## config.mk

```make
export PLATFORM = sky130hd
export DESIGN_NAME = qrd_engine
export DESIGN_NICKNAME = d
export VERILOG_FILES = /design/src/qrd_pkg.sv /design/src/qrd_engine.sv /design/src/qrd_fifo.sv
export SDC_FILE = /design/constraint.sdc
export NUM_CORES = 1
export LEC_CHECK = 0
export ABC_AREA = 1
export BUFFER_PORTS_ARGS = -buffer_cell sky130_fd_sc_hd__buf_2
export CORE_MARGIN = 2
export CORE_UTILIZATION = 60
export DETAILED_ROUTE_END_ITERATION = 10
export GPL_TIMING_DRIVEN = 0
export PLACE_DENSITY = 0.8
export SETUP_SLACK_MARGIN = 0.3
export SYNTH_ARGS = -nofsm -noshare
export SYNTH_HDL_FRONTEND = slang
export SYNTH_SLANG_ARGS = --single-unit
```

## constraint.sdc

```tcl
create_clock -name clk -period 7.2 [get_ports clk]
set_input_delay 0.36 -clock clk [delete_from_list [all_inputs] [get_ports clk]]
set_output_delay 0.36 -clock clk [all_outputs]
set_load 0.01 [all_outputs]
```

## src/qrd_pkg.sv

```systemverilog
// Function
// [RL1] sample address on rise, drive nibbles on fall
// [RL2] read address steps per byte, rolls to zero
// [RL3] quad output read: serial address, 8 dummies
// [RL4] serial 4-line read: quad address, 6 dummies
// [RL5] quad command mode accepts 4-line read too
// [RL6] ignore quad reads while internal cycle busy
// [RL7] dummy count follows two configuration bits
// [RL8] E7h read uses four dummy clocks
// [RL9] burst wrap off after reset, sticky otherwise
// [RL10] host sets wrap with C0h plus code byte
// [RL11] codes 00h-03h give 8-64 bytes, 1xh off
// [RL12] wrap inside aligned block of selected depth
// [RL13] wrap only for EBh and E7h reads
// [RL14] wrap command in 8 serial or 2 quad clocks
// [RL15] continuous read only through EBh read
// [RL16] complementary indicator nibbles keep continuous read
// [RL17] matching indicator bits end continuous read later
// [RL18] continuous read skips opcode, starts with address
// [RL19] indicator then four dummies then data stream
// [RL20] host drives lines during indicator clocks
// [RL21] all-ones cycle forces continuous read off
// [RL22] controller reset abandons continuous read
// [RL23] host keeps indicator non-complementary when unwanted
// [RL24] data lines driven only in data phase
//
// Purpose: shared constants and types of the quad read engine
// Assumes: one system clock, link pins sampled through synchronisers
// Notes:   all opcodes and counts live here
package qrd_pkg;

	localparam logic [7:0] OP_QUAD_OUTPUT_READ = 8'h6b;
	localparam logic [7:0] OP_FOUR_LINE_IO_READ = 8'heb;
	localparam logic [7:0] OP_FOUR_LINE_READ_SHORT_DUMMY = 8'he7;
	localparam logic [7:0] OP_SET_BURST = 8'hc0;
	localparam logic [7:0] OP_MODE_RESET = 8'hff;

	localparam logic [4:0] SER_BYTE_LAST = 5'h07;
	localparam logic [4:0] QUAD_BYTE_LAST = 5'h01;
	localparam logic [4:0] SER_ADDR_LAST = 5'h17;
	localparam logic [4:0] QUAD_ADDR_LAST = 5'h05;
	localparam logic [4:0] IND_LAST = 5'h01;
	localparam logic [3:0] IND_CLOCKS = 4'h2;

	localparam logic [3:0] DUMMY_QUAD_OUTPUT = 4'h8;
	localparam logic [3:0] DUMMY_FOUR_LINE = 4'h6;
	localparam logic [3:0] DUMMY_SHORT = 4'h4;
	localparam logic [3:0] DUMMY_DC_01 = 4'h6;
	localparam logic [3:0] DUMMY_DC_10 = 4'h8;
	localparam logic [3:0] DUMMY_DC_11 = 4'ha;

	localparam int WRAP_OFF_BIT = 4;
	localparam logic [1:0] WRAP_RESET_CODE = 2'h0;

	typedef enum logic [7:0] {
		ST_IDLE   = 8'h01,
		ST_CMD    = 8'h02,
		ST_ADDR   = 8'h04,
		ST_IND    = 8'h08,
		ST_DUMMY  = 8'h10,
		ST_DATA   = 8'h20,
		ST_WRAPB  = 8'h40,
		ST_IGNORE = 8'h80
	} rd_state_t;

	typedef struct packed {
		logic       cs_n;
		logic       sclk;
		logic [3:0] io;
	} link_pins_t;

endpackage : qrd_pkg

```

## src/qrd_engine.sv

```systemverilog
// Purpose: device-side quad read, burst wrap and continuous read
// Assumes: link pins slower than clk by at least 8x; array answers
//          each request with one rvalid a few cycles later
// Notes:   pins pass two flops; edges found on the synced copies
`timescale 1ns/1ns
module qrd_engine #(
	parameter int ADDR_W = 23,
	parameter int FIFO_DEPTH = 16
) (
	input  wire logic                 clk,
	input  wire logic                 nrst,
	input  wire logic                 cs_n,
	input  wire logic                 sclk,
	input  wire logic [3:0]           io_in,
	output logic      [3:0]           io_out,
	output logic      [3:0]           io_oe,
	input  wire logic                 busy,
	input  wire logic                 quad_command_mode,
	input  wire logic                 dummy_count_bit_lo,
	input  wire logic                 dummy_count_bit_hi,
	output logic                      mem_req,
	input  wire logic                 mem_ready,
	output logic      [ADDR_W-1:0]    mem_addr,
	input  wire logic                 mem_rvalid,
	input  wire logic [7:0]           mem_rdata,
	output logic                      xip_active,
	output logic                      wrap_enabled,
	output logic      [1:0]           wrap_depth_code
);
	import qrd_pkg::*;

	initial begin
		if (ADDR_W < 7 || ADDR_W > 24)
			$error("address width must be 7..24");
	end

	// ------------------------------------------------------------
	// helpers
	// ------------------------------------------------------------
	// next byte address, wrapping inside the aligned block if asked
	function automatic logic [ADDR_W-1:0] step_addr(
		input logic [ADDR_W-1:0] a, input logic wr, input logic [1:0] d);
		logic [ADDR_W-1:0] m;
		m = (ADDR_W'(6'h07) << d) | ADDR_W'(6'h07); // low bits always wrap
		step_addr = wr ? ((a & ~m) | ((a + 1'b1) & m)) : a + 1'b1; // RL2 RL12
	endfunction : step_addr

	// dummy clocks for a command, configuration bits override
	function automatic logic [3:0] dummy_clocks(
		input logic [1:0] dc, input logic [3:0] dflt);
		unique case (dc) // RL7
			2'b00: dummy_clocks = dflt;
			2'b01: dummy_clocks = DUMMY_DC_01;
			2'b10: dummy_clocks = DUMMY_DC_10;
			2'b11: dummy_clocks = DUMMY_DC_11;
		endcase
	endfunction : dummy_clocks

	// ------------------------------------------------------------
	// pin synchronisers and edge detect
	// ------------------------------------------------------------
	link_pins_t s1_r, s2_r, s3_r;
	always_ff @(posedge clk or negedge nrst) begin
		if (!nrst) begin
			s1_r <= '{cs_n: 1'b1, sclk: 1'b0, io: 4'h0};
			s2_r <= '{cs_n: 1'b1, sclk: 1'b0, io: 4'h0};
			s3_r <= '{cs_n: 1'b1, sclk: 1'b0, io: 4'h0};
		end else begin
			s1_r <= '{cs_n: cs_n, sclk: sclk, io: io_in};
			s2_r <= s1_r;
			s3_r <= s2_r;
		end
	end

	logic cs_fall, cs_rise, sclk_rise, sclk_fall;
	assign cs_fall   = s3_r.cs_n && !s2_r.cs_n;
	assign cs_rise   = !s3_r.cs_n && s2_r.cs_n;
	assign sclk_rise = !s2_r.cs_n && !s3_r.sclk && s2_r.sclk;
	assign sclk_fall = !s2_r.cs_n && s3_r.sclk && !s2_r.sclk;

	// ------------------------------------------------------------
	// frame state
	// ------------------------------------------------------------
	rd_state_t         st_r, st_nxt;
	logic [4:0]        cnt_r, cnt_nxt;
	logic [7:0]        sh_r, sh_nxt, op_r, op_nxt;
	logic [ADDR_W-1:0] addr_r, addr_nxt, fa_r, fa_nxt;
	logic [3:0]        dcnt_r, dcnt_nxt, out_r, out_nxt, lo_r, lo_nxt;
	logic              quad_r, quad_nxt, half_r, half_nxt;
	logic              xip_r, xip_nxt, keep_r, keep_nxt, ind_r, ind_nxt;
	logic              wen_r, wen_nxt, fon_r, fon_nxt, pend_r, pend_nxt;
	logic              wact_r, wact_nxt;
	logic [1:0]        wdep_r, wdep_nxt, dc;
	logic [7:0]        byte_in, fifo_q;
	logic [23:0]       addr_in, addr_ext;
	logic              last, fifo_rdy, fifo_vld, pop, push;

	assign dc      = {dummy_count_bit_hi, dummy_count_bit_lo};
	// lines 3..1 are don't care while a serial byte comes in
	assign byte_in = quad_r ? {sh_r[3:0], s2_r.io}
	                        : {sh_r[6:0], s2_r.io[0]}; // RL14
	// widened first so a narrow array shifts its address the same way
	assign addr_ext = 24'(addr_r);
	assign addr_in = quad_r ? {addr_ext[19:0], s2_r.io}
	                        : {addr_ext[22:0], s2_r.io[0]};
	assign last    = (cnt_r == (quad_r ? QUAD_BYTE_LAST : SER_BYTE_LAST));

	// sequence of one frame, sampled on rising link edges
	always_comb begin
		st_nxt = st_r; cnt_nxt = cnt_r; sh_nxt = sh_r; op_nxt = op_r;
		addr_nxt = addr_r; dcnt_nxt = dcnt_r; quad_nxt = quad_r;
		xip_nxt = xip_r; keep_nxt = keep_r; ind_nxt = ind_r;
		wen_nxt = wen_r; wdep_nxt = wdep_r; fon_nxt = fon_r;
		wact_nxt = wact_r; half_nxt = half_r; out_nxt = out_r;
		lo_nxt = lo_r; pop = 1'b0;
		if (cs_rise) begin
			st_nxt = ST_IDLE;
			fon_nxt = 1'b0;
			if (ind_r)
				xip_nxt = keep_r; // RL17
		end else if (cs_fall) begin
			cnt_nxt = '0; sh_nxt = '0; half_nxt = 1'b0; ind_nxt = 1'b0;
			addr_nxt = '0;
			if (xip_r && !busy) begin
				st_nxt = ST_ADDR; // RL18
				op_nxt = OP_FOUR_LINE_IO_READ;
				quad_nxt = 1'b1;
			end else if (xip_r) begin
				st_nxt = ST_IGNORE; // RL6
			end else begin
				st_nxt = ST_CMD;
				quad_nxt = quad_command_mode; // RL5
			end
		end else if (sclk_rise) begin
			cnt_nxt = cnt_r + 5'h01; // RL1
			unique case (st_r)
				ST_CMD: begin
					sh_nxt = byte_in;
					if (last) begin
						cnt_nxt = '0;
						op_nxt = byte_in;
						st_nxt = ST_IGNORE;
						if (byte_in == OP_MODE_RESET)
							xip_nxt = 1'b0; // RL21
						if (busy)
							st_nxt = ST_IGNORE; // RL6
						else if (byte_in == OP_QUAD_OUTPUT_READ && !quad_r)
							st_nxt = ST_ADDR; // RL3
						else if (byte_in == OP_FOUR_LINE_IO_READ) begin
							st_nxt = ST_ADDR; // RL4 RL5
							quad_nxt = 1'b1;
						end else if (byte_in == OP_FOUR_LINE_READ_SHORT_DUMMY
						             && !quad_r) begin
							st_nxt = ST_ADDR; // RL8
							quad_nxt = 1'b1;
						end else if (byte_in == OP_SET_BURST)
							st_nxt = ST_WRAPB; // RL10
					end
				end
				ST_ADDR: begin
					addr_nxt = addr_in[ADDR_W-1:0];
					if (cnt_r == (quad_r ? QUAD_ADDR_LAST : SER_ADDR_LAST)) begin
						cnt_nxt = '0;
						fon_nxt = 1'b1;
						wact_nxt = wen_r && op_r != OP_QUAD_OUTPUT_READ; // RL13
						quad_nxt = 1'b1;
						if (op_r == OP_FOUR_LINE_IO_READ)
							st_nxt = ST_IND; // RL15
						else begin
							st_nxt = ST_DUMMY;
							dcnt_nxt = (op_r == OP_QUAD_OUTPUT_READ)
							    ? dummy_clocks(dc, DUMMY_QUAD_OUTPUT) // RL3
							    : DUMMY_SHORT; // RL8
						end
					end
				end
				ST_IND: begin
					sh_nxt = byte_in;
					if (cnt_r == IND_LAST) begin
						ind_nxt = 1'b1;
						keep_nxt = (byte_in[7:4] == ~byte_in[3:0]); // RL16 RL17
						st_nxt = ST_DUMMY; // RL19
						dcnt_nxt = dummy_clocks(dc, DUMMY_FOUR_LINE) - IND_CLOCKS;
					end
				end
				ST_DUMMY: begin
					dcnt_nxt = dcnt_r - 4'h1;
					if (dcnt_r == 4'h1)
						st_nxt = ST_DATA;
				end
				ST_WRAPB: begin
					sh_nxt = byte_in;
					if (last) begin
						st_nxt = ST_IGNORE;
						if (byte_in[WRAP_OFF_BIT])
							wen_nxt = 1'b0; // RL11
						else if (byte_in[7:2] == 6'h00) begin
							wen_nxt = 1'b1; // RL9 RL11
							wdep_nxt = byte_in[1:0];
						end
					end
				end
				default: cnt_nxt = cnt_r;
			endcase
		end else if (sclk_fall && st_r == ST_DATA) begin
			// high nibble first; an empty fifo repeats stale data
			half_nxt = !half_r;
			if (!half_r) begin
				out_nxt = fifo_q[7:4]; // RL1
				lo_nxt = fifo_q[3:0];
				pop = fifo_vld;
			end else
				out_nxt = lo_r;
		end
	end

	// fetch engine: one outstanding array read at a time
	always_comb begin
		fa_nxt = fa_r;
		pend_nxt = pend_r;
		mem_req = fon_r && !pend_r && fifo_rdy && !s2_r.cs_n;
		if (st_r == ST_ADDR && fon_nxt && !fon_r)
			fa_nxt = addr_nxt;
		if (mem_req && mem_ready) begin
			pend_nxt = 1'b1;
			fa_nxt = step_addr(fa_r, wact_r, wdep_r); // RL2 RL12
		end
		if (mem_rvalid || s2_r.cs_n)
			pend_nxt = 1'b0;
	end
	assign push = mem_rvalid && pend_r && !s2_r.cs_n;

	// controller reset clears both modes
	always_ff @(posedge clk or negedge nrst) begin
		if (!nrst) begin
			st_r <= ST_IDLE; cnt_r <= '0; sh_r <= '0; op_r <= '0;
			addr_r <= '0; dcnt_r <= '0; quad_r <= 1'b0; half_r <= 1'b0;
			xip_r <= 1'b0; keep_r <= 1'b0; ind_r <= 1'b0; // RL22
			wen_r <= 1'b0; wdep_r <= WRAP_RESET_CODE; // RL9
			fon_r <= 1'b0; wact_r <= 1'b0; pend_r <= 1'b0; fa_r <= '0;
			out_r <= '0; lo_r <= '0;
		end else begin
			st_r <= st_nxt; cnt_r <= cnt_nxt; sh_r <= sh_nxt;
			op_r <= op_nxt; addr_r <= addr_nxt; dcnt_r <= dcnt_nxt;
			quad_r <= quad_nxt; half_r <= half_nxt; xip_r <= xip_nxt;
			keep_r <= keep_nxt; ind_r <= ind_nxt; wen_r <= wen_nxt;
			wdep_r <= wdep_nxt; fon_r <= fon_nxt; wact_r <= wact_nxt;
			pend_r <= pend_nxt; fa_r <= fa_nxt; out_r <= out_nxt;
			lo_r <= lo_nxt;
		end
	end

	qrd_fifo #(.WIDTH(8), .DEPTH(FIFO_DEPTH)) u_fifo (
		.clk      (clk),
		.nrst     (nrst),
		.flush    (s2_r.cs_n),
		.in_valid (push),
		.in_ready (fifo_rdy),
		.in_data  (mem_rdata),
		.out_valid(fifo_vld),
		.out_ready(pop),
		.out_data (fifo_q)
	);

	// lines released whenever the frame is not in data phase
	assign io_out          = out_r;
	assign io_oe           = (st_r == ST_DATA && !s2_r.cs_n) ? 4'hf : 4'h0; // RL24
	assign mem_addr        = fa_r;
	assign xip_active      = xip_r;
	assign wrap_enabled    = wen_r;
	assign wrap_depth_code = wdep_r;
endmodule : qrd_engine

```

## src/qrd_fifo.sv

```systemverilog
// Purpose: byte FIFO between array fetch and the nibble shifter
// Assumes: single clock, flush drops all contents at once
// Notes:   storage is a flop array, count gives honest full/empty
`timescale 1ns/1ns
module qrd_fifo #(
	parameter int WIDTH = 8,
	parameter int DEPTH = 16
) (
	input  wire logic             clk,
	input  wire logic             nrst,
	input  wire logic             flush,
	input  wire logic             in_valid,
	output logic                  in_ready,
	input  wire logic [WIDTH-1:0] in_data,
	output logic                  out_valid,
	input  wire logic             out_ready,
	output logic      [WIDTH-1:0] out_data
);
	localparam int AW = $clog2(DEPTH);

	initial begin
		if (DEPTH < 2 || (1 << AW) != DEPTH || WIDTH < 1)
			$error("fifo depth must be a power of two >= 2");
	end

	logic [WIDTH-1:0] mem_r [DEPTH];
	logic [WIDTH-1:0] head_r;
	logic [AW-1:0]    wr_r, wr_nxt, rd_r, rd_nxt;
	logic [AW:0]      cnt_r, cnt_nxt;
	logic             push, pop;

	assign in_ready  = (cnt_r != AW'(0) + (AW+1)'(DEPTH));
	assign out_valid = (cnt_r != '0);
	assign out_data  = head_r;
	assign push      = in_valid && in_ready && !flush;
	assign pop       = out_valid && out_ready && !flush;

	// pointer and count update, flush wins
	always_comb begin
		wr_nxt  = wr_r + AW'(push);
		rd_nxt  = rd_r + AW'(pop);
		cnt_nxt = cnt_r + (AW+1)'(push) - (AW+1)'(pop);
		if (flush) begin
			wr_nxt  = '0;
			rd_nxt  = '0;
			cnt_nxt = '0;
		end
	end

	always_ff @(posedge clk or negedge nrst) begin
		if (!nrst) begin
			wr_r  <= '0;
			rd_r  <= '0;
			cnt_r <= '0;
		end else begin
			wr_r  <= wr_nxt;
			rd_r  <= rd_nxt;
			cnt_r <= cnt_nxt;
		end
	end

	// data store has no reset, only written entries are read
	// head is registered; a word landing in the next head slot bypasses
	always_ff @(posedge clk) begin
		if (push)
			mem_r[wr_r] <= in_data;
		head_r <= (push && wr_r == rd_nxt) ? in_data : mem_r[rd_nxt];
	end

endmodule : qrd_fifo

```

# Yosys cells after proc, flatten, opt, wreduce, memory -nomap -nowiden
# Memories as Yosys holds them, arrays and structs flattened. A register that Yosys moved wholly into a read port is not among the register bits.
# Cells that the tools add are included.
# classes
n_addsub	8
shifts	1
reduce_logical	75
eq_ne	41
bitwise	10
muxes	99
# ops
op	n
23-bit 2-to-1 mux	8
8-bit 2-to-1 mux	21
4-bit 2-to-1 mux	13
23-bit AND	2
8-bit == test (second input constant)	5
1-bit 2-to-1 mux	40
8-bit case mux with 5 select lines	1
4-bit case mux with 3 select lines	3
5-bit 2-to-1 mux	7
2-bit nonzero test	14
8-bit by 7-bit == test with 1-bit output (second input constant)	3
1-bit logical AND	24
4-bit inequality test (second input constant)	6
23-bit by 1-bit adder with 23-bit output (second input constant)	1
23-bit inverter	1
23-bit OR	1
3-bit by 2-bit << shifter with 23-bit output (first input constant)	1
7-bit 2-to-1 mux	3
7-bit AND reduction	3
5-bit AND reduction	4
5-bit case mux with 3 select lines	1
3-bit inequality test (second input constant)	4
6-bit AND reduction	2
1-bit logical NOT	9
other kinds (39)	57
# totals
in_bits	22
elab_cells	265
n_memories	1
out_inout_bits	36
reg_bits	124
ramBits	128
# mem_list
memory	depth	width	read_ports	rd_clocked_by_memory_dff	wr	line	text
u_fifo.mem_r	16	8	1	1	1	qrd_fifo.sv:26	logic [WIDTH-1:0] mem_r [DEPTH];

# Longest topological paths before layout
# Gate-level depths: netlist (run 1).
# depth
depth_word	12
ltp_mapped	15

# Modules after synthesis
# A second synthesis (run 1) with hierarchy kept.
# unflattened
hier_cells	1578
hier_area_um2	13220.2
# modules_own_cells
mod	area_each_um2	n_inst	cells_per_inst
qrd_engine	6784.0	1	942
qrd_fifo	6436.2	1	636

# Worst setup path after synthesis (run 1)
# OpenSTA, ideal clock, no wires.
# synth_timing
path_type	reg2reg
start	register s2_r[5] (netlist bit)
end	register u_fifo.cnt_r[4]
required_ns	7.068
n_path_buf	1
setup_slack_ns	4.400
t_arrival_ns	2.668
stages_incl_launch_ff	16
path_cell_list	dfstp_2 -> inv_2 -> ha_1 -> buf_4 -> nor2_1 -> o2111ai_1 -> nor3_1 -> ha_1 -> inv_1 -> ha_1 -> inv_1 -> fa_1 -> nor3_1 -> a211oi_1 -> xor2_1 -> nor2_1
# synth_via
elab_chain_len	12
# synth_lines
item	line	text
from (decl)	qrd_engine.sv:62	link_pins_t s1_r, s2_r, s3_r;
from (signal assigned)	qrd_engine.sv:66	s2_r <= '{cs_n: 1'b1, sclk: 1'b0, io: 4'h0};
from (signal assigned)	qrd_engine.sv:70	s2_r <= s1_r;
1-bit logical NOT	-	
1-bit logical AND (2 in a row)	qrd_engine.sv:79	assign sclk_fall = !s2_r.cs_n && s3_r.sclk && !s2_r.sclk;
1-bit logical AND	qrd_engine.sv:205	end else if (sclk_fall && st_r == ST_DATA) begin
1-bit 2-to-1 mux	qrd_engine.sv:205	
1-bit 2-to-1 mux	qrd_engine.sv:134	end else if (sclk_rise) begin
1-bit 2-to-1 mux	qrd_engine.sv:121	end else if (cs_fall) begin
1-bit 2-to-1 mux	qrd_engine.sv:116	if (cs_rise) begin
1-bit logical AND (2 in a row)	qrd_fifo.sv:36	assign pop = out_valid && out_ready && !flush;
5-bit by 1-bit subtractor with 5-bit output	qrd_fifo.sv:42	cnt_nxt = cnt_r + (AW+1)'(push) - (AW+1)'(pop);
5-bit 2-to-1 mux (*)	qrd_fifo.sv:43	if (flush) begin
via u_fifo.cnt_nxt[4]	qrd_fifo.sv:29	logic [AW:0] cnt_r, cnt_nxt;
to (signal assigned)	qrd_fifo.sv:58	cnt_r <= cnt_nxt;
to (decl)	qrd_fifo.sv:29	
# Mark *: on every way through the listed nets, which the timed path passes. The rest lies on a longest branch.
# A chain may end at the register's enable or synchronous reset.

# Worst setup path after layout (run 1)
# Same ends and word-level chain as after synthesis.

==> flow_summary_export.csv, run 1 <==
group,metric,value,unit
outcome,status,"complete, no violations",
placed_design,gp_congestion,0.933,
synthesis,synth-main-ff-cell,"edfxtp_1",
placed_design,io_buffers,57,
floorplan,core_area,20200,µm²
synthesis,synth_cell_types,49,
floorplan,die_w,148,µm
placed_design,dp_hpwl,21900,µm
critical_path,worstPathArrival,3.77,ns
timing,skew,0.0240,ns
timing,setup_viol,0,
timing,setup_tns,0,ns
clocking,cts_tree,"yes",
grt,grt.met1_usage,0.397,
clocking,cts_made_buffers,26,
synthesis,syn-cell-area,12400,µm²
floorplan,io_pins,58,
clocking,path_clk_slew,0.07,ns
layout,area_growth,13.0,%
grt,grt_pass1_wl,50400,µm
layout,fin_area,14000,µm²
synthesis,synth.avg_cell_area,8.94,µm²
floorplan,die-area,21800,µm²
clocking,root_buffer,"clkbuf_16",
synthesis,synthCells,1383,
timing,worst_slew_pin_slew,0.999,ns
critical_path,cp-end-kind,"register",
critical_path,cp_top_family,"adder cells",
timing,fmax,0.297,GHz
power_and_ir_drop,finalPower,0.00346,W
layout,n_fill_cell,1541,
floorplan,initial_core_util,0.611,
clocking,clock_latency,0.54,ns
timing,final.min_clock_period,3.37,ns
grt,met3_usage,0.0336,
layout,drive_gt1_frac,0.105,
timing,hold_viol,0,
floorplan,die_y,148,µm
clocking,cts.htree.levels,1,
detailed_routing,first_pass_iters,7,
floorplan,num_rows,52,
detailed_routing,drtAntennaViolNets,0,
clocking,cts_sinks,256,
layout,diodes,0,
detailed_routing,routed_wl,31700,µm
clocking,postCtsSetupBuffers,0,
detailed_routing,wl_per_cell,18.0,µm
synthesis,synth_fp_nets,1423,
detailed_routing,drtIter0Drc,996,
critical_path,worstSetupPathType,"register to register",
critical_path,critPathRequiredTime,7.60,ns
synthesis,ys_seq_area_frac,0.569,
grt,grt_max_degree,78,
synthesis,yosysTopAreaCell,"edfxtp_1",
critical_path,crit_fanout,10,
timing,slew_headroom,0.332,
grt,grt_util_all_layers,0.293,
synthesis,yosys-top-cells-area,"edfxtp_1 (31%), dfrtp_1 (24%), nand2_1 (8.2%)",
critical_path,crit_path_frequent_cell,"ha_1",
placed_design,place_area,13000,µm²
critical_path,cpPeakStageDelay,0.61,ns
grt,grt_overflow,0,
min_path,min_path_type,"primary input to register",
synthesis,synth_top_cells_by_count,"nand2_1 (269), nor2_1 (209), o21ai_0 (167), inv_1 (142), edfxtp_1 (128)",
synthesis,synth-edff-count,128,
synthesis,ys_warn_count,0,
layout,fin_nets,1516,
power_and_ir_drop,leakage,6.03,nW
critical_path,worstPathCellList,"inv_2 > ha_1 > buf_4 > nor2_1 > o2111ai_1 > nor3_1 > ha_1 > inv_1 > ha_1 > inv_1 > fa_1 > nor3_1 > a211oi_1 > xor2_1 > nor2_1",
layout,utilization,0.690,
clocking,clock_path_buffers,3,
synthesis,ys_ff_latch,256,
layout,multi_input_area,4500,µm²
power_and_ir_drop,vdd_drop_max,0.236,mV
run,maxCapViolCount,0,
grt,busiest_layer,"met2",
detailed_routing,vias_per_cell,5.75,
grt,grt_pass1_vias,9874,
power_and_ir_drop,p_per_area,248,nW/µm²
synthesis,postSynth.asyncResetShare,0.484,
critical_path,path_buf_inv,4,
detailed_routing,drc,0,
layout,regArea,7030,µm²
synthesis,synth_top_area_frac,0.311,
grt,antenna_found_initial,0,
critical_path,slowest_stage,"dfstp_2",
synthesis,synth.most_common_cell,"nand2_1",
timing,period_share,0.468,
timing,rsz0062_at_grt,"false",
critical_path,critPathLaunchType,"register",
timing,hold_ws,0.0134,ns
detailed_routing,num_vias,10200,
timing,drv_slew,0,
grt,met2_usage,0.497,
[power breakdown]
part           total (W)  switching (W)  leakage (nW)  internal, W
clock            0.00139       0.000565         0.426     0.000826
sequential       0.00164      0.0000389          2.79      0.00160
combinational   0.000425       0.000296          2.82     0.000129
[through the flow]
step | std cells | setup slack (ns)
after floorplan | 1383 | 4.40
after global placement | 1710 | 4.05
after detailed placement | 1711 | 3.98
after CTS | 1765 | 3.86
after global routing | 1765 | 3.73
final | 1765 | 3.83
[layer usage]
layer | up-vias | part of all wire | wire (µm)
met5 | - | 0 | 0
met4 | 0 | 0.032 | 1020
met3 | 75 | 0.076 | 2410
met2 | 488 | 0.48 | 15200
met1 | 4787 | 0.41 | 13100
li1 | 4800 | - | -
[flip-flops by register name, indices dropped and copies added, names as in the netlist, 6 cells and up, named ones only]
register      cells
s1_r              6
mem_addr         20
sh_r              7
op_r              8
s2_r              6
u_fifo.mem_r    128
addr_r           23
st_r              8
[repair_timing]
| item | CTS | global route |
|---|---|---|
| gates resized for setup | 0 | 0 |
| hold buffers | 7 | 0 |
| hold endpoints to repair | 51 | 0 |
[cell type report]
type,instances,share of cell area
Buffer,51,0.0183
Clock inverter,9,0.00941
Sequential cell,256,0.504
Tap cell,270,0.0242
Inverter,152,0.0410
Timing Repair Buffer,65,0.0279
Clock buffer,38,0.0535
Multi-Input combinational cell,924,0.322
[cell usage in the layout, fill, tap and decap left out, types with 4 or more instances in the layout]
cell | Yosys | layout
a21oi_1 | 32 | 32
and3_1 | 7 | 7
buf_1 | 10 | 10
buf_2 | 9 | 65
buf_4 | 7 | 7
clkbuf_1 | 22 | 30
clkbuf_16 | 0 | 27
clkinv_1 | 1 | 4
dfrtp_1 | 120 | 120
dfstp_2 | 4 | 4
dfxtp_1 | 4 | 4
dlygate4sd3_1 | 0 | 7
edfxtp_1 | 128 | 128
ha_1 | 17 | 17
inv_1 | 142 | 142
inv_2 | 8 | 8
nand2_1 | 269 | 269
nand2_2 | 7 | 7
nand3_1 | 60 | 60
nand4_1 | 25 | 25
nor2_1 | 209 | 209
nor2_2 | 7 | 7
nor3_1 | 18 | 18
nor4_1 | 4 | 4
o211ai_1 | 35 | 35
o21a_1 | 4 | 4
o21ai_0 | 167 | 167
o21ai_1 | 13 | 13
o21bai_1 | 4 | 4
o22ai_1 | 5 | 5
or2_2 | 6 | 6
xor2_1 | 11 | 11
[final timing paths]
path                                         from                   endpoint  slack [ns]  depth (start not counted)
worst max-delay path            s2_r[5]$_DFF_PN1_  u_fifo.cnt_r[4]$_DFF_PN0_        3.83                         15
worst min-delay path                   mem_rvalid         pend_r$_DFFE_PN0P_        0.01                          2
worst max register to register  s2_r[5]$_DFF_PN1_  u_fifo.cnt_r[4]$_DFF_PN0_        3.83                         15
worst min register to register  s1_r[3]$_DFF_PN0_          s2_r[3]$_DFF_PN0_        0.35                          0
max in group asynchronous                    nrst          s2_r[5]$_DFF_PN1_        6.15                          3
min in group asynchronous                    nrst        op_r[4]$_DFFE_PN0P_        0.33                          2
[cell families (layout without fill, tap and decap cells)]
group,after synthesis,after routing,synth area share
AO/OA/AOI/OAI,273,273,0.124
adder cells (fa/ha/maj),18,18,0.0188
XOR/XNOR,14,14,0.00992
AND/OR/NAND/NOR,619,619,0.212
buffers and inverters,203,315,0.0670
flip-flops,256,256,0.569
[worst reg2reg max path: stages (launching register included)]
cell and delay [ns]:
dfstp_2 0.61, inv_2 0.13, ha_1 0.21, buf_4 0.18, nor2_1 0.16, o2111ai_1 0.14, nor3_1 0.29, ha_1 0.30
inv_1 0.06, ha_1 0.17, inv_1 0.06, fa_1 0.41, nor3_1 0.21, a211oi_1 0.08, xor2_1 0.17, nor2_1 0.07
(Power assumes the default switching activity.)
==> run 2: changes to the inputs <==
clock period = 3.4 ns   (was 7.2 ns; I/O delays follow)
==> run 2 against run 1 <==
Against the previous run: combinational power up 110%; sequential share of layout area down 0.32 points; global-route usage up 0.14 points; register-to-register slack worse by 3.4 ns; design area up 0.64%; sequential power up 110%; clock skew up 0.0026 ns; count of clock-buffer cells in the layout unchanged; first-iteration DRC count down 5.7%; clock power up 110%; worst hold slack better by 0.0017 ns; highest routed layer unchanged.
==> flow_summary_export.csv, run 2 (synthesis results as in run 1) <==
group,metric,value,unit
detailed_routing,drc,0,
detailed_routing,wl_per_cell,18.0,µm
critical_path,reg2reg_depth,15,
placed_design,dp_cells,1711,
grt,antenna_found_initial,0,
grt,grt_pass1_vias,9906,
outcome,status,"complete, no violations",
floorplan,die-area,21800,µm²
detailed_routing,drtAntennaViolNets,0,
clocking,path_clk_slew,0.06,ns
detailed_routing,first_pass_iters,8,
critical_path,worstSetupPathType,"register to register",
clocking,cts_made_buffers,26,
grt,grt_overflow,0,
clocking,clock_path_buffers,3,
critical_path,slowest_stage,"dfstp_2",
run,maxCapViolCount,0,
timing,hold_viol,0,
clocking,root_buffer,"clkbuf_16",
critical_path,critPathRequiredTime,3.81,ns
layout,stdcell_count,1771,
timing,rsz0062_at_grt,"false",
min_path,hold_path_depth,1,
floorplan,initial_core_util,0.611,
power_and_ir_drop,finalPower,0.00733,W
power_and_ir_drop,p_per_area,522,nW/µm²
grt,grt_util_all_layers,0.294,
floorplan,io_pins,58,
clocking,cts.htree.levels,1,
layout,largest_reg_flops,128,
layout,area_growth,13.7,%
placed_design,pre_cts_ws,0.184,ns
layout,fin_nets,1522,
detailed_routing,vias_per_cell,5.77,
floorplan,die_y,148,µm
detailed_routing,routed_wl,31800,µm
floorplan,die_w,148,µm
layout,layout_common_cells,"nand2_1 (269), nor2_1 (208), o21ai_0 (167), inv_1 (142), edfxtp_1 (128)",
placed_design,gp_congestion,0.933,
critical_path,worstPathCellList,"inv_6 > ha_1 > buf_6 > nor2_4 > o2111ai_2 > nor3_2 > ha_1 > inv_1 > ha_2 > inv_1 > fa_2 > nor3_2 > a211oi_1 > xor2_1 > nor2_1",
power_and_ir_drop,leakage,6.07,nW
clocking,clock_latency,0.54,ns
critical_path,critPathLaunchType,"register",
floorplan,num_rows,52,
placed_design,io_buffers,57,
power_and_ir_drop,vdd_drop_max,0.503,mV
critical_path,worstPathArrival,3.41,ns
clocking,cts_tree,"yes",
placed_design,dp_hpwl,21900,µm
critical_path,cpPeakStageDelay,0.61,ns
detailed_routing,drtIter0Drc,939,
timing,skew,0.0267,ns
critical_path,cp-end-kind,"register",
critical_path,rrSetupSlack,0.40,ns
floorplan,core_area,20200,µm²
grt,grt_max_degree,78,
clocking,cts_sinks,256,
timing,worst_slew_pin_slew,1.01,ns
layout,final_common_cell,"nand2_1",
layout,largest_register,"u_fifo.mem_r",
timing,drv_slew,0,
timing,setup_tns,0,ns
layout,diodes,0,
timing,worst_slack,0.397,ns
timing,period_share,0.883,
detailed_routing,num_vias,10200,
timing,fmax,0.333,GHz
layout,drive_gt1_frac,0.112,
timing,slew_headroom,0.326,
min_path,min_path_type,"primary input to register",
timing,final.min_clock_period,3.00,ns
critical_path,crit_fanout,10,
grt,grt_pass1_wl,50600,µm
timing,setup_viol,0,
==> run 2: cell types whose count changed in the layout (fill, tap and decap cells not counted), moves of 2 or more <==
cell,delta
buf_4,+3
dlygate4sd3_1,+2
nor3_1,-2
nor3_2,+2
==> run 2: worst paths after layout <==
kind	from	to
min in group asynchronous	nrst	op_r[4]$_DFFE_PN0P_
max in group asynchronous	nrst	s2_r[5]$_DFF_PN1_
hold / removal	mem_rdata[2]	u_fifo.mem_r[15][2]$_DFFE_PP_
setup reg to reg	s2_r[5]$_DFF_PN1_	u_fifo.cnt_r[4]$_DFF_PN0_
setup / recovery	s2_r[5]$_DFF_PN1_	u_fifo.cnt_r[4]$_DFF_PN0_
hold reg to reg	s1_r[3]$_DFF_PN0_	s2_r[3]$_DFF_PN0_
==> run 2: cell type report <==
class                      count  area, µm²
timing repair buffer          71        439
clock buffer                  38        747
buffer                        51        260
sequential                   256       7030
inverter                     152        578
tap                          270        338
fill                        1530       6180
clock inverter                 9        131
multi-input combinational    924       4530
==> run 2: what timing repair did <==
| item | CTS | global route |
|---|---|---|
| endpoints found under the hold margin | 55 | 0 |
| resized for setup | 7 | 5 |
| hold buffers | 9 | 0 |
| gates cloned | 0 | 0 |
| buffers inserted | 2 | 2 |
| pin swaps | 2 | 4 |
| setup endpoints to repair | 1 | 1 |
==> run 2: stage by stage <==
step                instance area [µm²]  hold slack, ns  utilization
floorplan                         12400          -0.126            -
detailed placement                13000           0.137        0.643
global placement                  13000           0.277        0.642
global route                      14100          0.0267        0.694
finish                            14100          0.0151        0.694
CTS                               14000          0.0104        0.693
==> run 2: critical path: cells and delay by family, from the launching register on <==
family                     cells  cell delay, ns
adders and majority gates      4            1.01
AOI/OAI and AO/OA              2            0.19
buffers and inverters          4            0.34
and+or+nand+nor                4            0.55
DFF                            1            0.61
xor gates and xnor gates       1            0.17
==> run 2: power by group <==
| part | internal [W] | switching [W] | leakage (nW) | total (W) |
|---|---|---|---|---|
| registers | 0.00339 | 0.0000831 | 2.79 | 0.00348 |
| clock network | 0.00175 | 0.00120 | 0.426 | 0.00295 |
| logic | 0.000276 | 0.000629 | 2.85 | 0.000905 |
| total | 0.00542 | 0.00191 | 6.07 | 0.00733 |
==> run 2: per-layer routing <==
layer  share of wire  GRT usage  vias up
li1                -          -     4814
met1            0.41      0.399     4828
met2            0.48      0.499      497
met3           0.081     0.0336       78
met4           0.032     0.0981        0
met5               0          0        -
==> run 3: changes to the inputs <==
SYNTH_HIERARCHICAL = 1   (was not set)
==> run 3 against run 2 <==
Against the previous run: die area rose by 6.8%; utilization fell by 0.37 points; cell count rose by 12%; sequential share of layout area fell by 3.2 points; sequential power fell by 2%; critical path type unchanged; highest routed layer unchanged.
==> flow_summary_export.csv, run 3 <==
group,metric,value,unit
outcome,status,"complete, no violations",
power_and_ir_drop,seqPwrFrac,0.470,
synthesis,synth.most_common_cell,"nand2_1",
power_and_ir_drop,p_sw,0.00185,W
clocking,clock_path_buffers,3,
placed_design,pre_cts_ws,-0.123,ns
critical_path,cp-end-kind,"register",
critical_path,crit_start,"st_r[4]$_DFFE_PN0P_",
power_and_ir_drop,leakage,7.18,nW
layout,final_common_cell,"nand2_1",
timing,drv_slew,0,
layout,drive_gt1_frac,0.136,
floorplan,die_y,152,µm
synthesis,syn-cell-area,13200,µm²
synthesis,postSynth.asyncResetShare,0.484,
detailed_routing,wl_per_cell,16.8,µm
detailed_routing,first_pass_iters,5,
critical_path,reg2reg_depth,21,
detailed_routing,routed_wl,33400,µm
layout,layout_common_cells,"nand2_1 (486), inv_1 (221), nand3_1 (163), edfxtp_1 (128), dfrtp_1 (119)",
floorplan,die-area,23200,µm²
clocking,cts.htree.levels,1,
run,maxCapViolCount,0,
synthesis,synth-edff-count,128,
synthesis,ys_seq_area_frac,0.532,
synthesis,ys_warn_count,6,
synthesis,synth.avg_cell_area,8.38,µm²
power_and_ir_drop,internal_power,0.00540,W
grt,grt_overflow,0,
placed_design,io_buffers,57,
clocking,path_clk_slew,0.06,ns
grt,grt_pass1_vias,10500,
layout,largest_reg_flops,128,
clocking,cts_tree,"yes",
timing,setup_viol,0,
placed_design,dp_hpwl,23100,µm
power_and_ir_drop,combinationalPowerShare,0.109,
critical_path,worstReg2RegEnd,"u_fifo/cnt_r[4]$_DFF_PN0_",
layout,diodes,0,
synthesis,synth_top_area_frac,0.291,
synthesis,synthCells,1578,
timing,skew,0.0151,ns
floorplan,num_rows,54,
power_and_ir_drop,clock_power_share,0.421,
synthesis,yosysTopAreaCell,"edfxtp_1",
floorplan,initial_core_util,0.608,
grt,grt_pass1_wl,53700,µm
floorplan,io_pins,58,
synthesis,ys_ff_latch,256,
synthesis,synth-main-ff-cell,"edfxtp_1",
layout,fin_nets,1724,
timing,slew_headroom,0.349,
placed_design,gp_congestion,0.938,
synthesis,synth_cell_types,47,
power_and_ir_drop,p_sw_frac,0.255,
critical_path,r2r_start,"st_r[4]$_DFFE_PN0P_",
grt,antenna_found_initial,0,
critical_path,rrSetupSlack,0.48,ns
layout,area_growth,13.7,%
power_and_ir_drop,p_per_area,482,nW/µm²
timing,period_share,0.859,
grt,grt_util_all_layers,0.287,
clocking,clock_latency,0.56,ns
timing,worst_slack,0.481,ns
critical_path,critPathLaunchType,"register",
detailed_routing,drtAntennaViolNets,0,
synthesis,synth_fp_nets,1618,
critical_path,crit_fanout,3,
grt,grt_max_degree,81,
layout,largest_register,"u_fifo/mem_r",
timing,fmax,0.343,GHz
critical_path,worstSetupPathType,"register to register",
min_path,hold_path_depth,1,
critical_path,critPathRequiredTime,3.88,ns
critical_path,worstPathArrival,3.40,ns
detailed_routing,drc,0,
clocking,cts_made_buffers,28,
timing,worst_slew_pin_slew,0.973,ns
timing,rsz0062_at_grt,"false",
synthesis,yosys-top-cells-area,"edfxtp_1 (29%), dfrtp_1 (23%), nand2_1 (14%)",
floorplan,die_w,152,µm
clocking,root_buffer,"clkbuf_16",
timing,final.min_clock_period,2.92,ns
timing,hold_viol,0,
min_path,min_path_type,"primary input to register",
detailed_routing,vias_per_cell,5.57,
floorplan,core_area,21800,µm²
detailed_routing,drtIter0Drc,1135,
clocking,cts_sinks,256,
critical_path,endpoint,"u_fifo/cnt_r[4]$_DFF_PN0_",
power_and_ir_drop,vdd_drop_max,0.350,mV
synthesis,synth_top_cells_by_count,"nand2_1 (487), inv_1 (225), nand3_1 (165), edfxtp_1 (128), dfrtp_1 (120)",
layout,utilization,0.691,
detailed_routing,num_vias,11100,
-- run 3: repair_timing --
action / 4_1_cts / 5_1_grt
hold buffers: 10 / 0
resized for setup: 5 / 12
setup buffers: 5 / 3
pin swaps: 3 / 3
endpoints found under the setup margin: 3 / 2
endpoints found under the hold margin: 70 / 0
-- run 3: worst max-delay path: stages, from the launching register on --
cell and delay (ns):
dfrtp_1 0.40, inv_1 0.13, nand3_2 0.11, nor3_4 0.23
nand3_2 0.14, nor2_4 0.13, nand2_1 0.09, nor2_2 0.10
nand3_1 0.10, inv_2 0.07, ha_1 0.22, inv_1 0.06
ha_1 0.16, inv_1 0.06, fa_2 0.36, inv_1 0.07
nand2_1 0.08, nand2_1 0.07, a21oi_1 0.08, nand2_1 0.07
nand2_1 0.05, nor2_1 0.08
-- run 3: stage by stage --
| step | power [W] | area (µm²) | hold slack [ns] | setup TNS [ns] | instances |
|---|---|---|---|---|---|
| after CTS | 0.00726 | 15000 | 0.0192 | 0 | 1983 |
| final | 0.00725 | 15000 | 0.0291 | 0 | 1986 |
| after detailed placement | 0.00422 | 13900 | 0.131 | -0.123 | 1916 |
| after global routing | 0.00752 | 15000 | 0.0275 | 0 | 1986 |
| after global placement | 0.00420 | 13900 | 0.276 | 0 | 1915 |
| after floorplan | 0.00400 | 13200 | -0.126 | 0 | 1578 |
-- run 3: layout make-up --
type	instances	area, µm²
Timing Repair Buffer	76	479
Sequential cell	256	7030
Fill cell	1683	6730
Multi-Input combinational cell	1029	4960
Clock buffer	38	768
Tap cell	280	350
Inverter	239	900
Clock inverter	14	160
Buffer	54	382
-- run 3: how the worst min path moves through the flow --
stage | slack, ns | from | end
floorplan | -0.13 | nrst | async pin
global placement | 0.28 | cs_n | s1_r[5]$_DFF_PN1_
detailed placement | 0.13 | nrst | io_out[0]$_DFFE_PN0P_
CTS | 0.02 | mem_rdata[4] | u_fifo/mem_r[0][4]$_DFFE_PP_
global route | 0.03 | mem_rdata[6] | u_fifo/mem_r[2][6]$_DFFE_PP_
finish | 0.03 | mem_rdata[4] | u_fifo/mem_r[11][4]$_DFFE_PP_
-- run 3: cell families after synthesis --
| group | after synthesis | synth area share |
|---|---|---|
| DFF | 256 | 0.532 |
| and+or+nand+nor | 854 | 0.282 |
| buffers and inverters | 293 | 0.0969 |
| muxes | 4 | 0.00303 |
| AOI/OAI and AO/OA | 141 | 0.0603 |
| xor gates and xnor gates | 12 | 0.00795 |
| adders and majority gates | 18 | 0.0176 |
-- run 3: metal layers --
| layer | track usage | wire length [µm] | vias to the layer above |
|---|---|---|---|
| li1 | - | - | 5288 |
| met1 | 0.424 | 14300 | 5231 |
| met2 | 0.446 | 15300 | 480 |
| met3 | 0.0529 | 3140 | 69 |
| met4 | 0.0754 | 696 | 0 |
| met5 | 0 | 0 | - |
-- run 3: power by group through the flow --
stage / sequential (W) / combinational [W] / clock (W)
5_1_grt: 0.00342 / 0.000897 / 0.00320
3_3_place_gp: 0.00346 / 0.000738 / 0
3_5_place_dp: 0.00347 / 0.000757 / 0
2_1_floorplan: 0.00345 / 0.000545 / 0
6_report: 0.00341 / 0.000789 / 0.00305
4_1_cts: 0.00341 / 0.000777 / 0.00308
